**src/sls_defs.svh**
```systemverilog
/*
 * Register indices, field positions, reset values and limits of the
 * signed linear scaler.
 * Assumes it is included by its bare name from the design files only.
 */
`ifndef SLS_DEFS_SVH
`define SLS_DEFS_SVH

// --------
// Register indices on the word address port
// --------
`define SLS_REG_CTRL 4'h0
`define SLS_REG_SOURCE 4'h1
`define SLS_REG_PARAM_BASE 4'h2
`define SLS_REG_RESULT 4'h7
`define SLS_REG_FLAGS 4'h8

// --------
// Parameter word positions from the parameter block base
// --------
`define SLS_PAR_OFFSET 0
`define SLS_PAR_DELTA_X 1
`define SLS_PAR_DELTA_Y 2
`define SLS_PAR_MAX 3
`define SLS_PAR_MIN 4
`define SLS_PAR_WORDS 5

// --------
// Field positions
// --------
`define SLS_CTRL_MODE_BIT 0
`define SLS_CTRL_CARRY_BIT 1
`define SLS_CTRL_GO_BIT 8
`define SLS_FLAG_ERROR_BIT 0
`define SLS_FLAG_EQUALS_BIT 1
`define SLS_FLAG_CARRY_BIT 2
`define SLS_FLAG_NEG_BIT 3
`define SLS_FLAG_BUSY_BIT 4

// --------
// Reset values and limits
// --------
`define SLS_WORD_RESET 16'h0000
`define SLS_BCD_MAX 14'h270F
`define SLS_DIV_WIDTH 36

`endif

```
**src/sls_pkg.sv**
```systemverilog
/*
 * Types shared by the signed linear scaler files.
 * Assumes nothing of its surroundings.
 */
package sls_pkg;

    // Sequencer states, Gray coded
    typedef enum logic {
        SLS_IDLE = 1'b0,
        SLS_DIVIDE = 1'b1
    } sls_state_type;

    // Conversion direction
    typedef enum logic {
        SLS_MODE_FWD = 1'b0,
        SLS_MODE_REV = 1'b1
    } sls_mode_type;

endpackage

```
**src/sls_scaler.sv**
```systemverilog
/*
 * Signed linear scaler: binary-to-BCD and BCD-to-binary scaling with
 * offset, slope, rounding, saturation and condition flags.
 * Assumes a sequencer that writes source and parameter words over the
 * register port, then writes the go bit and waits for busy to drop.
 */
`include "sls_defs.svh"

// Notes on behaviour
// RQ1 - Forward: zero delta X raises error
// RQ2 - Forward: non-BCD delta Y raises error
// RQ3 - Equals flag set when result is zero
// RQ4 - Forward: carry flag shows negative result
// RQ5 - Forward: dY/dX times (source minus offset)
// RQ6 - Result rounded to nearest integer
// RQ7 - Forward: saturate at plus/minus 9999
// RQ8 - Forward: BCD magnitude, sign in carry
// RQ9 - Offset and slope may be any sign
// RQ10 - Caller: offset, delta X, delta Y order
// RQ11 - Reverse: (BCD source plus offset) times slope
// RQ12 - Reverse: BCD magnitude, sign from carry
// RQ13 - Reverse: clamp to min and max words
// RQ14 - Reverse: non-BCD source raises error
// RQ15 - Reverse: delta X must be BCD 0001-9999
// RQ16 - Reverse: negative flag is result MSB
// RQ17 - Reverse caller: five parameter words in one area
// RQ18 - Caller sets carry sign before reverse
// RQ19 - Forward caller: three parameter words in one area
// RQ20 - Convert only when execution is requested
// RQ21 - Error leaves result word unchanged
module sls_scaler
    import sls_pkg::*;
(
    input wire logic core_clk_i,
    input wire logic reset_n_i,
    input wire logic [3:0] addr_i,
    input wire logic [15:0] wdata_i,
    input wire logic wr_i,
    input wire logic rd_i,
    output logic [15:0] rdata_o,
    output logic [15:0] result_o,
    output logic error_flag_o,
    output logic equals_flag_o,
    output logic carry_flag_o,
    output logic negative_flag_o,
    output logic busy_o,
    output logic done_o
);

    localparam int DW = `SLS_DIV_WIDTH;

    // --------
    // Helper functions
    // --------
    // True when every nibble is a decimal digit
    function automatic logic bcd_valid(input logic [15:0] w);
        logic ok;
        ok = 1'b1;
        for (int d = 0; d < 4; d++) begin
            if (w[4*d +: 4] > 4'h9) begin
                ok = 1'b0;
            end
        end
        return ok;
    endfunction

    // Four BCD digits to binary
    function automatic logic [13:0] bcd_to_bin(input logic [15:0] w);
        return 14'(w[15:12]) * 14'h3E8 + 14'(w[11:8]) * 14'h064 + 14'(w[7:4]) * 14'h00A + 14'(w[3:0]);
    endfunction

    // Binary up to 9999 to four BCD digits, shift-and-add-3
    function automatic logic [15:0] bin_to_bcd(input logic [13:0] b);
        logic [29:0] sh;
        sh = {16'h0000, b};
        for (int i = 0; i < 14; i++) begin
            for (int d = 0; d < 4; d++) begin
                if (sh[14+4*d +: 4] > 4'h4) begin
                    sh[14+4*d +: 4] = sh[14+4*d +: 4] + 4'h3;
                end
            end
            sh = sh << 1;
        end
        return sh[29:14];
    endfunction

    // --------
    // State
    // --------
    sls_state_type state_ff, nxt_state;
    sls_mode_type mode_ff, nxt_mode;
    logic carry_in_ff, nxt_carry_in;
    logic [15:0] source_ff, nxt_source;
    logic [15:0] param_ff [`SLS_PAR_WORDS];
    logic [15:0] nxt_param [`SLS_PAR_WORDS];
    logic [15:0] result_ff, nxt_result;
    logic err_ff, nxt_err;
    logic eq_ff, nxt_eq;
    logic cy_ff, nxt_cy;
    logic neg_ff, nxt_neg;
    logic sign_ff, nxt_sign;
    logic done_ff, nxt_done;
    logic [15:0] rdata_ff, nxt_rdata;

    logic go;
    sls_mode_type op_mode;
    logic op_carry;
    logic op_error;
    logic [15:0] p_off, p_dx, p_dy;
    logic signed [16:0] fwd_diff, rev_src, rev_diff, diff;
    logic [16:0] diff_mag;
    logic [15:0] dx_mag, dy_mag, den_mag;
    logic [32:0] num_mag;
    logic quo_neg;
    logic [DW-1:0] div_dividend, div_divisor, quotient;
    logic div_busy, div_done;
    logic [13:0] fwd_mag;
    logic signed [DW:0] rev_val, rev_max, rev_min, rev_clamped;

    assign p_off = param_ff[`SLS_PAR_OFFSET];
    assign p_dx = param_ff[`SLS_PAR_DELTA_X];
    assign p_dy = param_ff[`SLS_PAR_DELTA_Y];

    // Execution request: go bit written while idle
    assign go = wr_i && addr_i == `SLS_REG_CTRL && wdata_i[`SLS_CTRL_GO_BIT] && state_ff == SLS_IDLE; // RQ20

    // --------
    // Operand preparation, signs and magnitudes kept apart
    // --------
    always_comb begin
        // The go word carries the mode and sign of the conversion it starts
        op_mode = go ? sls_mode_type'(wdata_i[`SLS_CTRL_MODE_BIT]) : mode_ff;
        op_carry = go ? wdata_i[`SLS_CTRL_CARRY_BIT] : carry_in_ff; // RQ12
        fwd_diff = 17'(signed'(source_ff)) - 17'(signed'(p_off)); // RQ5 RQ9
        rev_src = op_carry ? -17'(bcd_to_bin(source_ff)) : 17'(bcd_to_bin(source_ff)); // RQ12
        rev_diff = rev_src + 17'(signed'(p_off)); // RQ11 RQ9
        diff = (op_mode == SLS_MODE_FWD) ? fwd_diff : rev_diff;
        diff_mag = diff[16] ? 17'(-diff) : 17'(diff);
        dx_mag = p_dx[15] ? 16'(-p_dx) : p_dx;
        dy_mag = p_dy[15] ? 16'(-p_dy) : p_dy;
        if (op_mode == SLS_MODE_FWD) begin
            // Delta Y is a BCD magnitude, delta X a signed binary word
            num_mag = 33'(bcd_to_bin(p_dy)) * 33'(diff_mag); // RQ5
            den_mag = dx_mag;
            quo_neg = diff[16] ^ p_dx[15];
            op_error = (p_dx == 16'h0000) || !bcd_valid(p_dy); // RQ1 RQ2
        end else begin
            // Delta X is BCD, delta Y a signed binary word
            num_mag = 33'(dy_mag) * 33'(diff_mag); // RQ11
            den_mag = 16'(bcd_to_bin(p_dx));
            quo_neg = diff[16] ^ p_dy[15];
            op_error = !bcd_valid(source_ff) || !bcd_valid(p_dx) || p_dx == 16'h0000; // RQ14 RQ15
        end
        // Round half away from zero: (2N + D) / 2D
        div_dividend = DW'({num_mag, 1'b0}) + DW'(den_mag); // RQ6
        div_divisor = DW'({den_mag, 1'b0});
    end

    // --------
    // Divider
    // --------
    sls_divider #(
        .WIDTH(DW)
    ) u_divider (
        .core_clk_i(core_clk_i),
        .reset_n_i(reset_n_i),
        .start_i(go && !op_error),
        .dividend_i(div_dividend),
        .divisor_i(div_divisor),
        .busy_o(div_busy),
        .done_o(div_done),
        .quotient_o(quotient)
    );

    // --------
    // Result saturation and clamping
    // --------
    always_comb begin
        fwd_mag = (quotient > DW'(`SLS_BCD_MAX)) ? `SLS_BCD_MAX : quotient[13:0]; // RQ7
        rev_val = sign_ff ? -signed'({1'b0, quotient}) : signed'({1'b0, quotient});
        rev_max = (DW+1)'(signed'(param_ff[`SLS_PAR_MAX]));
        rev_min = (DW+1)'(signed'(param_ff[`SLS_PAR_MIN]));
        if (rev_val > rev_max) begin
            rev_clamped = rev_max; // RQ13
        end else if (rev_val < rev_min) begin
            rev_clamped = rev_min; // RQ13
        end else begin
            rev_clamped = rev_val;
        end
    end

    // --------
    // Register writes, sequencing and flag updates
    // --------
    always_comb begin
        nxt_state = state_ff;
        nxt_mode = mode_ff;
        nxt_carry_in = carry_in_ff;
        nxt_source = source_ff;
        nxt_param = param_ff;
        nxt_result = result_ff;
        nxt_err = err_ff;
        nxt_eq = eq_ff;
        nxt_cy = cy_ff;
        nxt_neg = neg_ff;
        nxt_sign = sign_ff;
        nxt_done = 1'b0;
        // Operand writes are taken only while idle
        if (wr_i && state_ff == SLS_IDLE) begin
            if (addr_i == `SLS_REG_CTRL) begin
                nxt_mode = sls_mode_type'(wdata_i[`SLS_CTRL_MODE_BIT]);
                nxt_carry_in = wdata_i[`SLS_CTRL_CARRY_BIT]; // RQ18
            end else if (addr_i == `SLS_REG_SOURCE) begin
                nxt_source = wdata_i;
            end else if (addr_i >= `SLS_REG_PARAM_BASE && addr_i < `SLS_REG_RESULT) begin
                nxt_param[3'(addr_i - `SLS_REG_PARAM_BASE)] = wdata_i;
            end
        end
        case (state_ff)
            SLS_IDLE: begin
                if (go) begin
                    if (op_error) begin
                        nxt_err = 1'b1; // RQ1 RQ2 RQ14 RQ15 RQ21
                        nxt_done = 1'b1;
                    end else begin
                        nxt_sign = quo_neg;
                        nxt_state = SLS_DIVIDE;
                    end
                end
            end
            SLS_DIVIDE: begin
                if (div_done) begin
                    nxt_err = 1'b0; // RQ1
                    nxt_done = 1'b1;
                    nxt_state = SLS_IDLE;
                    if (mode_ff == SLS_MODE_FWD) begin
                        nxt_result = bin_to_bcd(fwd_mag); // RQ5 RQ8
                        nxt_eq = (fwd_mag == 14'h0000); // RQ3
                        nxt_cy = sign_ff && fwd_mag != 14'h0000; // RQ4 RQ8
                    end else begin
                        nxt_result = rev_clamped[15:0]; // RQ11
                        nxt_eq = (rev_clamped[15:0] == 16'h0000); // RQ3
                        nxt_neg = rev_clamped[15]; // RQ16
                    end
                end
            end
            default: begin
                nxt_state = SLS_IDLE;
            end
        endcase
    end

    // Read data, valid only in the cycle after the read strobe
    always_comb begin
        nxt_rdata = 16'h0000;
        if (rd_i) begin
            case (addr_i)
                `SLS_REG_CTRL: begin
                    nxt_rdata[`SLS_CTRL_MODE_BIT] = mode_ff;
                    nxt_rdata[`SLS_CTRL_CARRY_BIT] = carry_in_ff;
                end
                `SLS_REG_SOURCE: begin
                    nxt_rdata = source_ff;
                end
                `SLS_REG_RESULT: begin
                    nxt_rdata = result_ff;
                end
                `SLS_REG_FLAGS: begin
                    nxt_rdata[`SLS_FLAG_ERROR_BIT] = err_ff;
                    nxt_rdata[`SLS_FLAG_EQUALS_BIT] = eq_ff;
                    nxt_rdata[`SLS_FLAG_CARRY_BIT] = cy_ff;
                    nxt_rdata[`SLS_FLAG_NEG_BIT] = neg_ff;
                    nxt_rdata[`SLS_FLAG_BUSY_BIT] = (state_ff != SLS_IDLE);
                end
                default: begin
                    if (addr_i >= `SLS_REG_PARAM_BASE && addr_i < `SLS_REG_RESULT) begin
                        nxt_rdata = param_ff[3'(addr_i - `SLS_REG_PARAM_BASE)];
                    end
                end
            endcase
        end
    end

    // Register all block state
    always_ff @(posedge core_clk_i or negedge reset_n_i) begin
        if (!reset_n_i) begin
            state_ff <= SLS_IDLE;
            mode_ff <= SLS_MODE_FWD;
            carry_in_ff <= 1'b0;
            source_ff <= `SLS_WORD_RESET;
            for (int i = 0; i < `SLS_PAR_WORDS; i++) begin
                param_ff[i] <= `SLS_WORD_RESET;
            end
            result_ff <= `SLS_WORD_RESET;
            err_ff <= 1'b0;
            eq_ff <= 1'b0;
            cy_ff <= 1'b0;
            neg_ff <= 1'b0;
            sign_ff <= 1'b0;
            done_ff <= 1'b0;
            rdata_ff <= 16'h0000;
        end else begin
            state_ff <= nxt_state;
            mode_ff <= nxt_mode;
            carry_in_ff <= nxt_carry_in;
            source_ff <= nxt_source;
            param_ff <= nxt_param;
            result_ff <= nxt_result;
            err_ff <= nxt_err;
            eq_ff <= nxt_eq;
            cy_ff <= nxt_cy;
            neg_ff <= nxt_neg;
            sign_ff <= nxt_sign;
            done_ff <= nxt_done;
            rdata_ff <= nxt_rdata;
        end
    end

    // --------
    // Outputs
    // --------
    assign rdata_o = rdata_ff;
    assign result_o = result_ff;
    assign error_flag_o = err_ff;
    assign equals_flag_o = eq_ff;
    assign carry_flag_o = cy_ff;
    assign negative_flag_o = neg_ff;
    assign busy_o = (state_ff != SLS_IDLE) || div_busy;
    assign done_o = done_ff;

endmodule

```
**src/sls_divider.sv**
```systemverilog
/*
 * Unsigned restoring divider, one quotient bit per clock.
 * Assumes start_i is only raised while busy_o is low.
 */
module sls_divider
    import sls_pkg::*;
#(
    parameter int WIDTH = 36
) (
    input wire logic core_clk_i,
    input wire logic reset_n_i,
    input wire logic start_i,
    input wire logic [WIDTH-1:0] dividend_i,
    input wire logic [WIDTH-1:0] divisor_i,
    output logic busy_o,
    output logic done_o,
    output logic [WIDTH-1:0] quotient_o
);

    localparam int CW = $clog2(WIDTH + 1);

    logic [WIDTH:0] rem_ff, nxt_rem;
    logic [WIDTH-1:0] quo_ff, nxt_quo;
    logic [WIDTH-1:0] den_ff, nxt_den;
    logic [CW-1:0] cnt_ff, nxt_cnt;
    logic busy_ff, nxt_busy;
    logic done_ff, nxt_done;
    logic [WIDTH:0] shifted;

    // ------------------------------------------------------------------
    // Next state: load, then shift and subtract
    // ------------------------------------------------------------------
    always_comb begin
        nxt_rem = rem_ff;
        nxt_quo = quo_ff;
        nxt_den = den_ff;
        nxt_cnt = cnt_ff;
        nxt_busy = busy_ff;
        nxt_done = 1'b0;
        shifted = {rem_ff[WIDTH-1:0], quo_ff[WIDTH-1]};
        if (start_i) begin
            nxt_rem = '0;
            nxt_quo = dividend_i;
            nxt_den = divisor_i;
            nxt_cnt = '0;
            nxt_busy = 1'b1;
        end else if (busy_ff) begin
            if (shifted >= {1'b0, den_ff}) begin
                nxt_rem = shifted - {1'b0, den_ff};
                nxt_quo = {quo_ff[WIDTH-2:0], 1'b1};
            end else begin
                nxt_rem = shifted;
                nxt_quo = {quo_ff[WIDTH-2:0], 1'b0};
            end
            nxt_cnt = cnt_ff + 1'b1;
            if (cnt_ff == CW'(WIDTH - 1)) begin
                nxt_busy = 1'b0;
                nxt_done = 1'b1;
            end
        end
    end

    // Register the divider state
    always_ff @(posedge core_clk_i or negedge reset_n_i) begin
        if (!reset_n_i) begin
            rem_ff <= '0;
            quo_ff <= '0;
            den_ff <= '0;
            cnt_ff <= '0;
            busy_ff <= 1'b0;
            done_ff <= 1'b0;
        end else begin
            rem_ff <= nxt_rem;
            quo_ff <= nxt_quo;
            den_ff <= nxt_den;
            cnt_ff <= nxt_cnt;
            busy_ff <= nxt_busy;
            done_ff <= nxt_done;
        end
    end

    assign busy_o = busy_ff;
    assign done_o = done_ff;
    assign quotient_o = quo_ff;

endmodule

```
**config.mk**
```make
export PLATFORM = sky130hd
export DESIGN_NAME = sls_scaler
export DESIGN_NICKNAME = d
export VERILOG_FILES = /design/src/sls_pkg.sv /design/src/sls_scaler.sv /design/src/sls_divider.sv
export VERILOG_INCLUDE_DIRS = /design/src /design/src/src
export SDC_FILE = /design/constraint.sdc
export NUM_CORES = 2
export LEC_CHECK = 0
export BUFFER_PORTS_ARGS = -buffer_cell sky130_fd_sc_hd__buf_2
export CELL_PAD_IN_SITES_DETAIL_PLACEMENT = 1
export CELL_PAD_IN_SITES_GLOBAL_PLACEMENT = 1
export CORE_MARGIN = 3
export CORE_UTILIZATION = 40
export DETAILED_ROUTE_END_ITERATION = 7
export PLACE_DENSITY_LB_ADDON = 0.1
export SLEW_MARGIN = 20
export SYNTH_ARGS = -nofsm -noshare
export SYNTH_HDL_FRONTEND = slang
export SYNTH_SLANG_ARGS = --single-unit
```
**constraint.sdc**
```tcl
create_clock -name core_clk_i -period 13.75 [get_ports core_clk_i]
set_input_delay 0.6875 -clock core_clk_i [delete_from_list [all_inputs] [get_ports core_clk_i]]
set_output_delay 0.6875 -clock core_clk_i [all_outputs]
set_load 0.005 [all_outputs]
```
==> impl_metrics.csv <==
group,metric,value,unit
timing,period_minus_slack,13.33,ns
route,vias_per_cell,5.41,
route,firstDrtPassIters,7,
timing,final-setup-viol-count,0,
timing,fmax,0.0750,GHz
clock_network,clk_pin_slew,0.06,ns
placed_design,gp_congestion,0.917,
floorplan,dieWidth,332,um
finish,seq_area,5840,um2
setup_path,r2r_slack,0.42,ns
setup_path,worst-setup-path-type,"reg -> reg",
clock_network,ctsLongestPathBuffers,3,
timing,setup-tns-final,0,ns
global_route,track_usage,0.261,
floorplan,rows,118,
floorplan,io_pins,62,
timing,worst_pin_slew,1.25,ns
placed_design,hpwlAfterDp,119000,um
finish,diodes,0,
yosys,netlist_area,42400,um2
global_route,met1_usage,0.370,
setup_path,crit_path_start_kind,"flop",
setup_path,r2r_end,"u_divider.quotient_o[26]$_DFFE_PN0P_",
global_route,use_met2,0.433,
finish,drive_gt1_frac,0.153,
route,vias,36245,
setup_path,critPathRequiredTime,14.18,ns
global_route,grt.busiest_layer,"met2",
global_route,antenna_found_initial,5,
placed_design,port_buffers,61,
route,drt_wl_total,146000,um
global_route,grt-ovfl-total,0,
timing,slew_headroom,0.163,
setup_path,slowest_stage,"fa_1",
clock_network,clock-sinks,233,
yosys,ys_seq_area_frac,0.137,
yosys,synth_edf_count,0,
yosys,syn_inst,4969,
route,drtAntennaViolNets,0,
global_route,gr-usage-met3,0.0247,
global_route,grt_pass1_vias,38451,
finish,area_delta_synth_final,16.3,%
floorplan,die_h,332,um
route,drt-wirelength-per-cell,21.8,um
route,drt_iter0_markers,2019,
run_status,status,"complete, no violations",
timing,rsz0062_at_grt,"yes",
setup_path,crit_arrival,13.76,ns
timing,hold_viol,0,
clock_network,cts_inserted_buffers,29,
finish,multi_input_area,34300,um2
timing,drv_slew,0,
yosys,synth_flop_cell,"dfrtp_1",
finish,fillers,12281,
setup_path,crit_start,"source_ff[15]$_DFFE_PN0P_",
setup_path,reg2reg_depth,59,
timing,fin_skew,0.0341,ns
job,cap_viol_max_count,0,
global_route,grt_max_degree,88,
floorplan,core,104000,um2
route,drc,0,
global_route,grt_pass1_wl,227000,um
yosys,ys_ff_latch,233,
worst_hold_path,hp-class,"in -> async",
setup_path,cp_common_cell,"fa_1",
setup_path,r2r-start,"source_ff[15]$_DFFE_PN0P_",
yosys,ys_async_sr_fraction,1.00,
yosys,synth_cell_type_count,99,
clock_network,clk_latency,0.60,ns
floorplan,die-area,110000,um2
clock_network,cts_tree,"done",
yosys,syn_avg_cell_area,8.54,um2
clock_network,htreeDepth,1,
setup_path,critical-path-max-stage-delay,0.59,ns
timing,fin_crit_sh,0.969,
clock_network,cts_root_buf,"clkbuf_16",
setup_path,path_max_fanout,6,
yosys,synth_warnings,0,
floorplan,initial_core_util,0.406,
setup_path,cp-end-kind,"flop",
finish,fin_nets,6335,
## metal layers
layer  up-vias  wire (um)  share of wire
li1      17067          -              -
met1     18391      68800           0.47
met2       629      67600           0.46
met3       156       5600          0.038
met4         2       3930          0.027
met5         -         10       0.000068
## cell usage after synthesis, types with 10 or more instances
library cell | number | area, um2
buf_1 | 10 | 37.5
a222oi_1 | 11 | 110
and3_1 | 21 | 131
nand2_1 | 529 | 1990
clkbuf_1 | 161 | 604
o21ai_0 | 291 | 1460
or4_1 | 19 | 143
dfrtp_1 | 233 | 5830
nand3_1 | 32 | 160
fa_1 | 440 | 8810
o22ai_1 | 13 | 81.3
o21a_1 | 27 | 203
o21bai_1 | 36 | 270
a31oi_1 | 19 | 119
mux2i_1 | 116 | 1160
or3_1 | 49 | 307
inv_1 | 751 | 2820
nor2b_1 | 85 | 532
o31ai_1 | 20 | 150
mux2_2 | 90 | 1010
nand4_1 | 33 | 206
or2_2 | 15 | 93.8
xor2_1 | 76 | 666
nor4_1 | 20 | 125
a21boi_0 | 33 | 248
xnor2_1 | 215 | 1880
nand2b_1 | 51 | 319
a21oi_1 | 199 | 996
nor3_1 | 40 | 200
a21o_1 | 71 | 533
and2_1 | 106 | 663
nor2_1 | 341 | 1280
ha_1 | 573 | 7170
a211oi_1 | 60 | 450
## sequential cells by signal (all words and copies together), names as in the netlist, 6 cells and up
signal,count
u_divider.rem_ff,36
param_ff,32
source_ff,16
p_dy,16
rdata_o,16
result_o,16
u_divider.den_ff,16
u_divider.quotient_o,36
p_off,16
p_dx,16
u_divider.cnt_ff,6
## cell families (layout without fill, tap and decap cells)
| family | after synthesis | in the layout | share of synthesized area |
|---|---|---|---|
| DFF | 233 | 233 | 0.137 |
| buffers and inverters | 924 | 1269 | 0.0818 |
| adders and majority gates | 1013 | 1013 | 0.377 |
| and+or+nand+nor | 1386 | 1386 | 0.154 |
| other | 1 | 6 | 0.0000884 |
| muxes | 210 | 210 | 0.0527 |
| AOI/OAI and AO/OA | 911 | 911 | 0.137 |
| xor gates and xnor gates | 291 | 291 | 0.0601 |
## worst max-delay path by stage
stage	endpoint	slack [ns]	depth (start not counted)
final	u_divider.quotient_o[26]$_DFFE_PN0P_	0.42	59
after global routing	u_divider.quotient_o[33]$_DFFE_PN0P_	-0.32	62
after CTS	u_divider.quotient_o[34]$_DFFE_PN0P_	0.01	62
after detailed placement	u_divider.quotient_o[32]$_DFFE_PN0P_	-0.62	57
after global placement	u_divider.quotient_o[32]$_DFFE_PN0P_	-0.45	59
after floorplan	u_divider.quotient_o[32]$_DFFE_PN0P_	0.09	54
## critical path, delay by kind of cell, from the launching register on
kind,cells,cell delay (ns)
adders and majority gates,14,5.70
xor gates and xnor gates,5,0.72
DFF,1,0.42
buffers and inverters,14,1.65
and+or+nand+nor,11,2.35
AOI/OAI and AO/OA,15,2.28
## timing repair
action | 4_1_cts | 5_1_grt
gates resized for setup | 21 | 196
hold buffers | 0 | 0
pin swaps | 8 | 78
buffers inserted | 1 | 28
gates cloned | 0 | 3
setup endpoints to repair | 17 | 29
## layout make-up
| class | count | share of cell area |
|---|---|---|
| flip-flops and latches | 233 | 0.118 |
| repair buffers | 465 | 0.0733 |
| clock buffers | 42 | 0.0177 |
| well taps | 1380 | 0.0350 |
| inverters | 752 | 0.0572 |
| clock inverters | 10 | 0.00228 |
| multi-input cells | 3817 | 0.696 |
## placed cells by master, fill, tap and decap left out, types with 31 or more instances in the layout
| cell type | Yosys | layout |
|---|---|---|
| a211oi_1 | 60 | 54 |
| a21o_1 | 71 | 71 |
| a21oi_1 | 199 | 175 |
| and2_1 | 106 | 103 |
| buf_2 | 0 | 60 |
| buf_4 | 0 | 377 |
| clkbuf_16 | 0 | 32 |
| dfrtp_1 | 233 | 230 |
| fa_1 | 440 | 437 |
| ha_1 | 573 | 541 |
| inv_1 | 751 | 747 |
| mux2_2 | 90 | 90 |
| mux2i_1 | 116 | 115 |
| nand2_1 | 529 | 527 |
| nand2b_1 | 51 | 50 |
| nand3_1 | 32 | 31 |
| nand4_1 | 33 | 33 |
| nor2_1 | 341 | 329 |
| nor2b_1 | 85 | 81 |
| nor3_1 | 40 | 35 |
| o21ai_0 | 291 | 263 |
| o21bai_1 | 36 | 32 |
| or3_1 | 49 | 47 |
| xnor2_1 | 215 | 196 |
| xor2_1 | 76 | 68 |
## stage by stage
stage | hold WS, ns | util | std cells | setup slack, ns | instance area (um2)
6_report | 0.0212 | 0.472 | 6699 | 0.423 | 49300
5_1_grt | 0.0547 | 0.472 | 6699 | -0.317 | 49300
4_1_cts | 0.0652 | 0.460 | 6670 | 0.0123 | 48000
3_5_place_dp | 0.501 | 0.450 | 6618 | -0.618 | 46900
3_3_place_gp | 0.483 | 0.450 | 6618 | -0.449 | 46900
2_1_floorplan | 0.392 | - | 4974 | 0.0913 | 42400
Power is left out: the tool's default activity adds up to more than one toggle a clock period on the data nets, which glitch-free logic cannot reach.
